<file path="src/rtl/upbm_pkg.sv">
// Shared constants and carrier types for the pilot and burst marker block
package upbm_pkg;
  // ----------------------------------------
  // Register map
  // ----------------------------------------
  localparam logic [11:0] CFG_ADDR = 12'h000;
  localparam logic [11:0] STAT_ADDR = 12'h004;
  localparam int PRI_START_LSB = 0;
  localparam int PRI_CODE_LSB = 4;
  localparam int SEC_START_LSB = 8;
  localparam int SEC_CODE_LSB = 12;
  localparam int RB16_BIT = 16;
  localparam logic [31:0] CFG_RESET = 32'h0000_0000;
  // ----------------------------------------
  // Pilot sequence and spacing codes
  // ----------------------------------------
  localparam logic [11:0] PRBS_SEED = 12'hBFF;
  localparam logic [2:0] CODE_OFF = 3'h0;
  localparam logic [2:0] CODE_MAX = 3'h5;
  // ----------------------------------------
  // Block kinds
  // ----------------------------------------
  localparam logic [2:0] KIND_DATA = 3'h0;
  localparam logic [2:0] KIND_PRI = 3'h1;
  localparam logic [2:0] KIND_SEC = 3'h2;
  localparam logic [2:0] KIND_EXCL = 3'h3;
  localparam logic [2:0] LINK_FRAME_TAG = 3'h4;
  // ----------------------------------------
  // Marker coding
  // ----------------------------------------
  localparam logic [1:0] REF_DIBIT = 2'h3;
  localparam logic [3:0] INFO_ONES = 4'hF;
  localparam logic [3:0] PAD_SYM = 4'h0;
  localparam logic [3:0] GEN_C3 = 4'hF;
  localparam logic [3:0] GEN_C2 = 4'h3;
  localparam logic [3:0] GEN_C1 = 4'h1;
  localparam logic [3:0] GEN_C0 = 4'hC;
  localparam logic [4:0] DIBITS_RB8 = 5'd12;
  localparam logic [4:0] DIBITS_RB16 = 5'd14;

  // Subcarrier from the symbol mapper
  typedef struct packed {
    logic valid;
    logic first;
    logic burst;
    logic link;
    logic excluded;
  } upbm_sc_in_type;

  // Staged subcarrier towards the IDFT
  typedef struct packed {
    logic valid;
    logic first;
    logic [2:0] kind;
    logic pilot_neg;
    logic [15:0] pilot_mask;
  } upbm_sc_out_type;

  // Marker request
  typedef struct packed {
    logic stop;
    logic rb16;
    logic [3:0] fill_bit;
    logic [3:0] last_element;
  } upbm_mark_req_type;

  typedef enum logic [2:0] {
    MK_IDLE = 3'b001,
    MK_REF = 3'b010,
    MK_DATA = 3'b100
  } upbm_mark_state_type;
endpackage : upbm_pkg

</file>
<file path="src/rtl/upbm_top.sv">
// Pilot insertion, frame staging and burst marker encoding
//
// Design decisions made here: the APB interface to the registers and the register addresses.
`timescale 1ns/1ps
`default_nettype none
module upbm_top (
  // APB
  input wire logic pclk,
  input wire logic presetn,
  input wire logic psel,
  input wire logic penable,
  input wire logic pwrite,
  input wire logic [11:0] paddr,
  input wire logic [31:0] pwdata,
  output logic [31:0] prdata,
  output logic pready,
  output logic pslverr,
  // Mapper stream and frame timing
  input wire upbm_pkg::upbm_sc_in_type sc_in,
  input wire logic frame_boundary_strobe,
  // Staged stream to the IDFT
  output upbm_pkg::upbm_sc_out_type sc_out,
  output logic frame_handoff,
  output logic transmit_enable_request,
  // Burst marker
  input wire logic mark_req,
  input wire upbm_pkg::upbm_mark_req_type mark_cmd,
  output logic mark_busy,
  output logic mark_valid,
  output logic mark_ref,
  output logic mark_boost,
  output logic [1:0] mark_phase
);
  // ----------------------------------------
  // Helpers
  // ----------------------------------------
  // GF(16) multiply reduced by x^4 + x + 1
  function automatic logic [3:0] gf_mul(input logic [3:0] a,
                                        input logic [3:0] b);
    logic [3:0] p;
    logic [3:0] t;
    p = 4'h0;
    t = a;
    for (int i = 0; i < 4; i++) begin
      if (b[i]) begin
        p = p ^ t;
      end
      t = {t[2:0], 1'b0} ^ (t[3] ? 4'h3 : 4'h0);
    end
    return p;
  endfunction : gf_mul

  // Systematic parity, info highest first, P4 in [15:12]
  function automatic logic [15:0] rs_parity(input logic [11:0] info,
                                            input logic rb16);
    logic [3:0] r3;
    logic [3:0] r2;
    logic [3:0] r1;
    logic [3:0] r0;
    logic [3:0] fb;
    r3 = 4'h0;
    r2 = 4'h0;
    r1 = 4'h0;
    r0 = 4'h0;
    for (int i = 2; i >= 0; i--) begin
      if (rb16 || i < 2) begin
        fb = info[i*4 +: 4] ^ r3;
        r3 = r2 ^ gf_mul(fb, upbm_pkg::GEN_C3);
        r2 = r1 ^ gf_mul(fb, upbm_pkg::GEN_C2);
        r1 = r0 ^ gf_mul(fb, upbm_pkg::GEN_C1);
        r0 = gf_mul(fb, upbm_pkg::GEN_C0);
      end
    end
    return {r3, r2, r1, r0};
  endfunction : rs_parity

  // Pattern membership for subcarrier k
  function automatic logic pat_hit(input logic [11:0] k,
                                   input logic [3:0] start,
                                   input logic [2:0] code);
    logic [11:0] d;
    logic [3:0] m;
    d = k - {8'h00, start};
    m = 4'h0;
    unique case (code)
      3'h2: m = 4'h1;
      3'h3: m = 4'h3;
      3'h4: m = 4'h7;
      3'h5: m = 4'hF;
      default: m = 4'h0;
    endcase
    return (code != upbm_pkg::CODE_OFF) && (code <= upbm_pkg::CODE_MAX)
      && (k >= {8'h00, start}) && ((d[3:0] & m) == 4'h0);
  endfunction : pat_hit

  // ----------------------------------------
  // APB slave
  // ----------------------------------------
  logic [31:0] cfg_ff;
  logic pready_ff;
  logic pslverr_ff;
  logic [31:0] prdata_ff;
  logic tx_en_ff;
  logic mark_busy_ff;

  wire setup_cyc = psel & ~penable;
  wire hit_cfg = paddr == upbm_pkg::CFG_ADDR;
  wire hit_stat = paddr == upbm_pkg::STAT_ADDR;
  wire wr_cfg = psel & penable & pready_ff & pwrite & hit_cfg;
  wire [3:0] pri_start = cfg_ff[upbm_pkg::PRI_START_LSB +: 4];
  wire [2:0] pri_code = cfg_ff[upbm_pkg::PRI_CODE_LSB +: 3];
  wire [3:0] sec_start = cfg_ff[upbm_pkg::SEC_START_LSB +: 4];
  wire [2:0] sec_code = cfg_ff[upbm_pkg::SEC_CODE_LSB +: 3];
  wire rb16_cfg = cfg_ff[upbm_pkg::RB16_BIT];
  wire [31:0] cfg_mask = 32'h0001_7F7F;
  wire [31:0] stat_word = {30'h0, mark_busy_ff, tx_en_ff};
  wire [31:0] rd_word = hit_cfg ? cfg_ff : (hit_stat ? stat_word : 32'h0);

  // One wait-free access: answer ready in the first access cycle
  always_ff @(posedge pclk or negedge presetn) begin
    if (!presetn) begin
      pready_ff <= 1'b0;
      pslverr_ff <= 1'b0;
      prdata_ff <= 32'h0000_0000;
    end else begin
      pready_ff <= setup_cyc;
      pslverr_ff <= setup_cyc & ~hit_cfg & ~hit_stat;
      prdata_ff <= (setup_cyc & ~pwrite) ? rd_word : 32'h0000_0000;
    end
  end

  // Configuration word
  always_ff @(posedge pclk or negedge presetn) begin
    if (!presetn) begin
      cfg_ff <= upbm_pkg::CFG_RESET;
    end else if (wr_cfg) begin
      cfg_ff <= pwdata & cfg_mask;
    end
  end

  // ----------------------------------------
  // Pilot sequence and staging
  // ----------------------------------------
  logic [11:0] prbs_ff;
  logic [11:0] sc_idx_ff;
  logic seen_ff;
  logic strobe_d_ff;
  upbm_pkg::upbm_sc_out_type out_ff;
  logic handoff_ff;

  // Fibonacci step, taps at 12, 9, 8 and 5
  wire [11:0] prbs_cur = sc_in.first ? upbm_pkg::PRBS_SEED : prbs_ff;
  wire prbs_fb = prbs_cur[11] ^ prbs_cur[8] ^ prbs_cur[7] ^ prbs_cur[4];
  wire prbs_bit = prbs_cur[11];
  wire [11:0] k_cur = sc_in.first ? 12'h000 : sc_idx_ff;
  wire sec_hit = pat_hit(k_cur, sec_start, sec_code);
  wire pri_hit = pat_hit(k_cur, pri_start, pri_code);
  // Excluded beats secondary, secondary beats primary
  wire [2:0] pat_kind = sc_in.excluded ? upbm_pkg::KIND_EXCL :
                        sec_hit ? upbm_pkg::KIND_SEC :
                        pri_hit ? upbm_pkg::KIND_PRI :
                        upbm_pkg::KIND_DATA;
  wire [2:0] st_kind = sc_in.link ? upbm_pkg::LINK_FRAME_TAG
                                  : pat_kind;
  wire [15:0] last_bit = rb16_cfg ? 16'h8000 : 16'h0080;
  wire [15:0] pri_pos = 16'h0005;
  wire [15:0] sec_pos = pri_pos | last_bit | (last_bit >> 2);
  wire pilot_blk = sc_in.link | (sc_in.burst & ~sc_in.excluded &
    (pat_kind == upbm_pkg::KIND_PRI || pat_kind == upbm_pkg::KIND_SEC));
  wire [15:0] pos_mask = (pat_kind == upbm_pkg::KIND_SEC && !sc_in.link)
                         ? sec_pos : pri_pos;
  wire [15:0] nxt_mask = pilot_blk ? pos_mask : 16'h0000;
  wire strobe_rise = frame_boundary_strobe & ~strobe_d_ff;
  wire ins_now = sc_in.valid & pilot_blk;

  // Sequence advances on every subcarrier, pilot or not
  always_ff @(posedge pclk or negedge presetn) begin
    if (!presetn) begin
      prbs_ff <= upbm_pkg::PRBS_SEED;
      sc_idx_ff <= 12'h000;
    end else if (sc_in.valid) begin
      prbs_ff <= {prbs_cur[10:0], prbs_fb};
      sc_idx_ff <= k_cur + 12'h001;
    end
  end

  // Staged subcarrier; one sign serves every P slot
  always_ff @(posedge pclk or negedge presetn) begin
    if (!presetn) begin
      out_ff <= '0;
    end else begin
      out_ff.valid <= sc_in.valid;
      out_ff.first <= sc_in.first;
      out_ff.kind <= st_kind;
      out_ff.pilot_neg <= prbs_bit;
      out_ff.pilot_mask <= sc_in.valid ? nxt_mask : 16'h0000;
    end
  end

  // Frame handoff; a pilot in the edge cycle counts for the new frame
  always_ff @(posedge pclk or negedge presetn) begin
    if (!presetn) begin
      strobe_d_ff <= 1'b0;
      handoff_ff <= 1'b0;
      seen_ff <= 1'b0;
      tx_en_ff <= 1'b0;
    end else begin
      strobe_d_ff <= frame_boundary_strobe;
      handoff_ff <= strobe_rise;
      if (strobe_rise) begin
        tx_en_ff <= seen_ff;
        seen_ff <= ins_now;
      end else if (ins_now) begin
        seen_ff <= 1'b1;
      end
    end
  end

  // ----------------------------------------
  // Burst marker encoder
  // ----------------------------------------
  upbm_pkg::upbm_mark_state_type mk_state_ff;
  logic [27:0] mk_sr_ff;
  logic [4:0] mk_cnt_ff;
  logic [1:0] mk_phase_ff;
  logic mk_valid_ff;
  logic mk_ref_ff;
  upbm_pkg::upbm_mark_req_type mk_cmd_ff;

  // Info: start all ones; stop carries pad, last element, fill bit
  wire [11:0] mk_info = mark_cmd.stop
    ? {upbm_pkg::PAD_SYM, mark_cmd.last_element,
       mark_cmd.fill_bit}
    : {3{upbm_pkg::INFO_ONES}};
  wire [15:0] mk_par = rs_parity(mk_info, mark_cmd.rb16);
  // Left-aligned: symbols high first, each high pair first
  wire [27:0] mk_load = mark_cmd.rb16 ? {mk_info, mk_par}
                                      : {mk_info[7:0], mk_par, 4'h0};
  wire [4:0] mk_len = mark_cmd.rb16 ? upbm_pkg::DIBITS_RB16
                                    : upbm_pkg::DIBITS_RB8;
  localparam upbm_pkg::upbm_mark_state_type MK_IDLE_W = upbm_pkg::MK_IDLE;
  wire mk_start = mark_req & (mk_state_ff == MK_IDLE_W);
  wire [1:0] mk_dibit = mk_sr_ff[27:26];

  // Requests while busy are ignored
  always_ff @(posedge pclk or negedge presetn) begin
    if (!presetn) begin
      mk_state_ff <= upbm_pkg::MK_IDLE;
      mk_sr_ff <= 28'h000_0000;
      mk_cnt_ff <= 5'd0;
      mk_phase_ff <= 2'h0;
      mk_valid_ff <= 1'b0;
      mk_ref_ff <= 1'b0;
      mk_cmd_ff <= '0;
    end else begin
      unique case (mk_state_ff)
        upbm_pkg::MK_IDLE: begin
          mk_valid_ff <= 1'b0;
          mk_ref_ff <= 1'b0;
          if (mk_start) begin
            mk_sr_ff <= mk_load;
            mk_cnt_ff <= mk_len;
            mk_cmd_ff <= mark_cmd;
            mk_state_ff <= upbm_pkg::MK_REF;
          end
        end
        upbm_pkg::MK_REF: begin
          mk_valid_ff <= 1'b1;
          mk_ref_ff <= 1'b1;
          mk_phase_ff <= upbm_pkg::REF_DIBIT;
          mk_state_ff <= upbm_pkg::MK_DATA;
        end
        upbm_pkg::MK_DATA: begin
          mk_ref_ff <= 1'b0;
          mk_phase_ff <= mk_phase_ff + mk_dibit;
          mk_sr_ff <= {mk_sr_ff[25:0], 2'h0};
          mk_cnt_ff <= mk_cnt_ff - 5'd1;
          if (mk_cnt_ff == 5'd1) begin
            mk_state_ff <= upbm_pkg::MK_IDLE;
          end
        end
        default: begin
          mk_state_ff <= upbm_pkg::MK_IDLE;
        end
      endcase
    end
  end

  // Length of the current element run, read by the short length check AST_LEN8 only
  logic [4:0] mk_run_ff;
  always_ff @(posedge pclk or negedge presetn) begin
    if (!presetn) begin
      mk_run_ff <= 5'd0;
    end else begin
      mk_run_ff <= mk_valid_ff ? mk_run_ff + 5'd1 : 5'd0;
    end
  end
  // Busy flag registered beside the state for the output
  always_ff @(posedge pclk or negedge presetn) begin
    if (!presetn) begin
      mark_busy_ff <= 1'b0;
    end else begin
      mark_busy_ff <= mk_start |
        (mk_state_ff != MK_IDLE_W &&
         !(mk_state_ff == upbm_pkg::MK_DATA && mk_cnt_ff == 5'd1));
    end
  end

  // ----------------------------------------
  // Outputs
  // ----------------------------------------
  assign prdata = prdata_ff;
  assign pready = pready_ff;
  assign pslverr = pslverr_ff;
  assign sc_out = out_ff;
  assign frame_handoff = handoff_ff;
  assign transmit_enable_request = tx_en_ff;
  assign mark_busy = mark_busy_ff;
  assign mark_valid = mk_valid_ff;
  assign mark_ref = mk_ref_ff;
  assign mark_boost = mk_valid_ff;
  assign mark_phase = mk_phase_ff;

  // ----------------------------------------
  // Checks
  // ----------------------------------------
  AST_SEED: assert property (@(posedge pclk) disable iff (!presetn)
    sc_in.valid && sc_in.first |=>
      prbs_ff == {upbm_pkg::PRBS_SEED[10:0], 1'b0})
    else $error("pilot sequence not seeded at subcarrier zero");
  AST_STEP: assert property (@(posedge pclk) disable iff (!presetn)
    sc_in.valid && !sc_in.first |=>
      prbs_ff == {$past(prbs_ff[10:0]), $past(prbs_fb)})
    else $error("pilot sequence did not step");
  AST_HOLD: assert property (@(posedge pclk) disable iff (!presetn)
    !sc_in.valid |=> $stable(prbs_ff))
    else $error("pilot sequence moved without a subcarrier");
  AST_SIGN: assert property (@(posedge pclk) disable iff (!presetn)
    sc_in.valid |=> sc_out.pilot_neg == $past(prbs_cur[11]))
    else $error("pilot sign differs from sequence bit");
  AST_TAG: assert property (@(posedge pclk) disable iff (!presetn)
    sc_in.valid && sc_in.link |=>
      sc_out.kind == upbm_pkg::LINK_FRAME_TAG)
    else $error("link subcarrier not tagged");
  AST_EXCL: assert property (@(posedge pclk) disable iff (!presetn)
    sc_in.valid && sc_in.excluded && !sc_in.link |=>
      sc_out.pilot_mask == 16'h0000)
    else $error("pilot placed on excluded subcarrier");
  AST_HAND: assert property (@(posedge pclk) disable iff (!presetn)
    frame_handoff |-> $past(frame_boundary_strobe, 1) &&
      !$past(frame_boundary_strobe, 2))
    else $error("handoff without a strobe rising edge");
  AST_TXEN: assert property (@(posedge pclk) disable iff (!presetn)
    strobe_rise |=> transmit_enable_request == $past(seen_ff))
    else $error("transmit enable disagrees with pilots seen");
  AST_REF: assert property (@(posedge pclk) disable iff (!presetn)
    mk_start |-> ##2 mark_ref && mark_phase == upbm_pkg::REF_DIBIT)
    else $error("marker reference missing");
  AST_LEN8: assert property (@(posedge pclk) disable iff (!presetn)
    $fell(mk_valid_ff) && !$past(mk_cmd_ff.rb16) |->
      mk_run_ff == upbm_pkg::DIBITS_RB8 + 5'd1)
    else $error("short marker length wrong");
  AST_LEN16: assert property (@(posedge pclk) disable iff (!presetn)
    mk_start && mark_cmd.rb16 |-> ##16 mark_valid ##1 !mark_valid)
    else $error("long marker length wrong");
  AST_PAR: assert property (@(posedge pclk) disable iff (!presetn)
    mk_start && !mark_cmd.stop && !mark_cmd.rb16 |->
      mk_par == 16'h40D9)
    else $error("start marker parity wrong");
endmodule : upbm_top
`default_nettype wire
</file>
<file path="config.mk">
export PLATFORM = sky130hd
export DESIGN_NAME = upbm_top
export DESIGN_NICKNAME = d
export VERILOG_FILES = /design/src/rtl/upbm_pkg.sv /design/src/rtl/upbm_top.sv
export SDC_FILE = /design/constraint.sdc
export NUM_CORES = 1
export LEC_CHECK = 0
export ABC_AREA = 1
export BUFFER_PORTS_ARGS = -buffer_cell sky130_fd_sc_hd__buf_2
export CAP_MARGIN = 30
export CORE_ASPECT_RATIO = 1.75
export CORE_UTILIZATION = 35
export CTS_BUF_LIST = sky130_fd_sc_hd__clkbuf_4 sky130_fd_sc_hd__clkbuf_8 sky130_fd_sc_hd__clkbuf_16
export CTS_CLUSTER_DIAMETER = 100
export CTS_CLUSTER_SIZE = 40
export DETAILED_ROUTE_END_ITERATION = 8
export SLEW_MARGIN = 20
export SYNTH_ARGS = -nofsm -noshare
export SYNTH_HDL_FRONTEND = slang
export SYNTH_SLANG_ARGS = --single-unit
</file>
<file path="constraint.sdc">
create_clock -name pclk -period 6.1 [get_ports pclk]
set_input_delay 0.915 -clock pclk [delete_from_list [all_inputs] [get_ports pclk]]
set_output_delay 0.915 -clock pclk [all_outputs]
set_load 0.01 [all_outputs]
</file>
==> run_results.csv <==
group,metric,value,unit
critical_path,worstPathRequired,6.34,ns
critical_path,worstSetupPathType,"in -> reg",
synthesis,synth_compound_area_share,10.1,%
synthesis,netlist_area,6170,sq um
grt,grt_pass1_vias,4877,
synthesis,synth.distinct_cells,49,
critical_path,crit_start,"sc_in[3]",
die,die_h,178,um
grt,grt_pass1_wl,23200,um
synthesis,synthSimpleGateAreaFrac,27.7,%
synthesis,ys.flop_type,"dfrtp_1",
routing,vias_per_cell,4.70,
layout,area_growth,13.4,%
synthesis,netlist_instances,743,
timing,setup-violations-final,0,
routing,drt-total-wl,14100,um
routing,wire_per_inst,13.4,um
critical_path,r2r-start,"sc_idx_ff[0]$_DFFE_PN0P_",
synthesis,synth_top_cell_by_area,"dfrtp_1",
place,io_buffers,85,
cts,cts_buffers,9,
routing,vias,4952,
routing,drc,0,
layout,final_nets,898,
run,cap_viol_max_count,0,
synthesis,yosys.area_share.adder,2.35,%
die,core_area,17100,sq um
place,routabilityCongestion,0.873,
cts,clk_latency,0.34,ns
cts,ctsHoldBuffers,0,
power,p_per_area,310,nW/um^2
cts,clock-sinks,110,
power,vdd_ir_drop_max,0.129,mV
timing,grt_setup_unrepaired,"false",
critical_path,rr_endpoint,"sc_out[7]$_DFF_PN0_",
routing,drt_first_iter_violations,155,
timing,slew_viol_final,0,
routing,first_pass_iters,4,
die,die_area,18200,sq um
cts,cts_tree,"yes",
timing,fin_setup_tns,0,ns
place,dpl.hpwl,10900,um
grt,antenna_found_initial,0,
hold_path,worstHoldPathCells,1,
power,p_leak,3.61,nW
layout,multi_input_area,2840,sq um
die,rows,63,
timing,hold_viol,0,
cts,cts_resized,0,
synthesis,synth_edf_count,0,
hold_path,min_to,"sc_out[7]$_DFF_PN0_",
timing,period_minus_slack,3.37,ns
synthesis,yosysTopAreaCellShare,39.7,%
synthesis,synth_xor_area_share,3.53,%
critical_path,startpoint_type,"input port",
outcome,outcome,"complete, no violations",
layout,num_antenna_cells,0,
synthesis,ys_async_sr_fraction,100,%
synthesis,synth_top_family_by_area,"simple AND/OR/NAND/NOR gates",
critical_path,crit_fanout,11,
layout,stdcell_area,6990,sq um
grt,grt_max_degree,66,
hold_path,min_from,"cfg_ff[16]$_DFFE_PN0P_",
timing,fmax,0.297,GHz
timing,clock_skew,0.00997,ns
critical_path,end_kind,"flip-flop",
critical_path,r2r_setup_slack,3.25,ns
timing,tightestPinTransition,0.874,ns
timing,finalCritPeriodShare,55.2,%
synthesis,synth_seq_cells,110,
cts,htree_levels,3,
synthesis,synth-seq-area-share,44.9,%
grt,track_usage,16.5,%
cts,cts-root-buf,"clkbuf_16",
layout,fin_util,40.9,%
cts,postCtsSetupRepairBufs,0,
synthesis,yosysWarnings,0,
critical_path,cp_data_arrival_time,3.61,ns
routing,antenna_left,0,
layout,drive_above_1_share,21.9,%
hold_path,hold_class,"reg -> reg",
cts,clock_path_buffers,2,
critical_path,r2r_cells,15,
place,place_area,6710,sq um
die,initial_utilization,36.1,%
synthesis,synth.top_cells.by_area,"dfrtp_1 (40%), nand2_1 (9.6%), inv_1 (5.4%)",
layout,fillers,1772,
die,io-pin-count,130,
die,fp.dieW,102,um
power,p_total,2.17,mW
synthesis,synthMuxAreaShare,0.730,%
synthesis,avgSynthCellArea,8.30,sq um
grt,grt-ovfl-total,0,
timing,maxSlewHeadroom,41.6,%
layout,ff_latch_area,2770,sq um
cts,path_clk_slew,0.07,ns
[state kept, by name, indices dropped and copies added, names as in the netlist]
register	flops
pready	1
mark_phase	2
transmit_enable_request	1
frame_handoff	1
strobe_d_ff	1
cfg_ff	15
mark_boost	1
mk_cnt_ff	5
mark_busy	1
pslverr	1
mark_ref	1
prbs_ff	12
mk_state_ff	3
seen_ff	1
sc_idx_ff	12
prdata	15
mk_sr_ff	28
sc_out	9
[layer usage]
metal  GRT usage, %  wire (um)  vias up
met5              0          0        -
met4           9.35        692        0
met1           16.8       5380     2311
li1               -          -     2509
met2           31.2       7720       99
met3           2.32        340       33
[where the power goes]
part / switching (mW) / leakage (nW) / internal [mW]
clock network: 0.277 / 0.144 / 0.289
logic: 0.415 / 2.15 / 0.237
registers: 0.0756 / 1.31 / 0.874
[cells in the final DEF, fill, tap and decap left out, types with 12 or more instances in the layout]
master,count
conb_1,27
a21oi_1,36
nand2_4,17
dfrtp_1,98
nand2_2,17
o21ai_0,25
buf_2,84
nand2_1,158
nor3_1,13
nand3_1,46
xor2_1,19
nor2_1,57
inv_1,89
dfstp_2,12
[worst max-delay path, stage by stage]
cell      delay, ns
buf_2          0.22
inv_2          0.11
nand2_1        0.13
ha_1           0.18
inv_1          0.05
fa_1           0.42
o211ai_1       0.11
nand2_1        0.08
nor2_1         0.11
nand2_1        0.05
nor2_1         0.20
nor2_1         0.08
a21oi_1        0.20
ha_1           0.26
o21ai_0        0.15
nand2_1        0.12
nor4_1         0.20
[metrics by stage]
step	worst slack, ns	instances	hold WS [ns]
after floorplan	2.86	769	0.407
final	2.73	1053	0.434
after global routing	2.46	1053	0.457
after CTS	2.71	1053	0.438
after detailed placement	2.35	1037	0.427
after global placement	2.42	1037	0.417
[logic make-up after synthesis]
| kind of cell | count (synthesis) |
|---|---|
| AO/OA/AOI/OAI | 102 |
| XOR/XNOR | 24 |
| adder cells (fa/ha/maj) | 11 |
| flip-flops | 110 |
| buffers and inverters | 143 |
| other | 1 |
| multiplexers | 4 |
| AND/OR/NAND/NOR | 348 |
[worst max path at each step]
stage / depth (start not counted) / end / slack, ns
after CTS: 17 / sc_out[7]$_DFF_PN0_ / 2.71
after global routing: 17 / sc_out[7]$_DFF_PN0_ / 2.46
final: 17 / sc_out[7]$_DFF_PN0_ / 2.73
after detailed placement: 17 / sc_out[7]$_DFF_PN0_ / 2.35
after global placement: 17 / sc_out[7]$_DFF_PN0_ / 2.42
after floorplan: 17 / sc_out[13]$_DFF_PN0_ / 2.86
[synth_stat cells, types with 3 or more instances]
cell type  instances
a21oi_1           36
a221oi_1           3
a22oi_1            4
a31oi_1            6
buf_4             31
clkbuf_1          13
dfrtp_1           98
dfstp_2           12
ha_1              10
inv_1             89
inv_2              6
mux2_2             4
nand2_1          158
nand2_2           17
nand2_4           17
nand3_1           46
nand3_2            6
nand3b_1           3
nand4_1            5
nor2_1            57
nor2_2             4
nor3_1            14
nor3b_1            5
nor4_1             7
o2111ai_1          4
o211ai_1           3
o21ai_0           25
o221ai_1           3
o22ai_1           11
or2_2              3
xnor2_1            4
xor2_1            19
[area by class of cell]
type,count,share of cell area (%)
multi-input cells,516,40.6
flip-flops and latches,110,39.6
well taps,227,4.06
inverters,96,5.15
repair buffers,88,6.44
clock buffers,10,3.33
clock inverters,6,0.805
(Power assumes the default switching activity.)
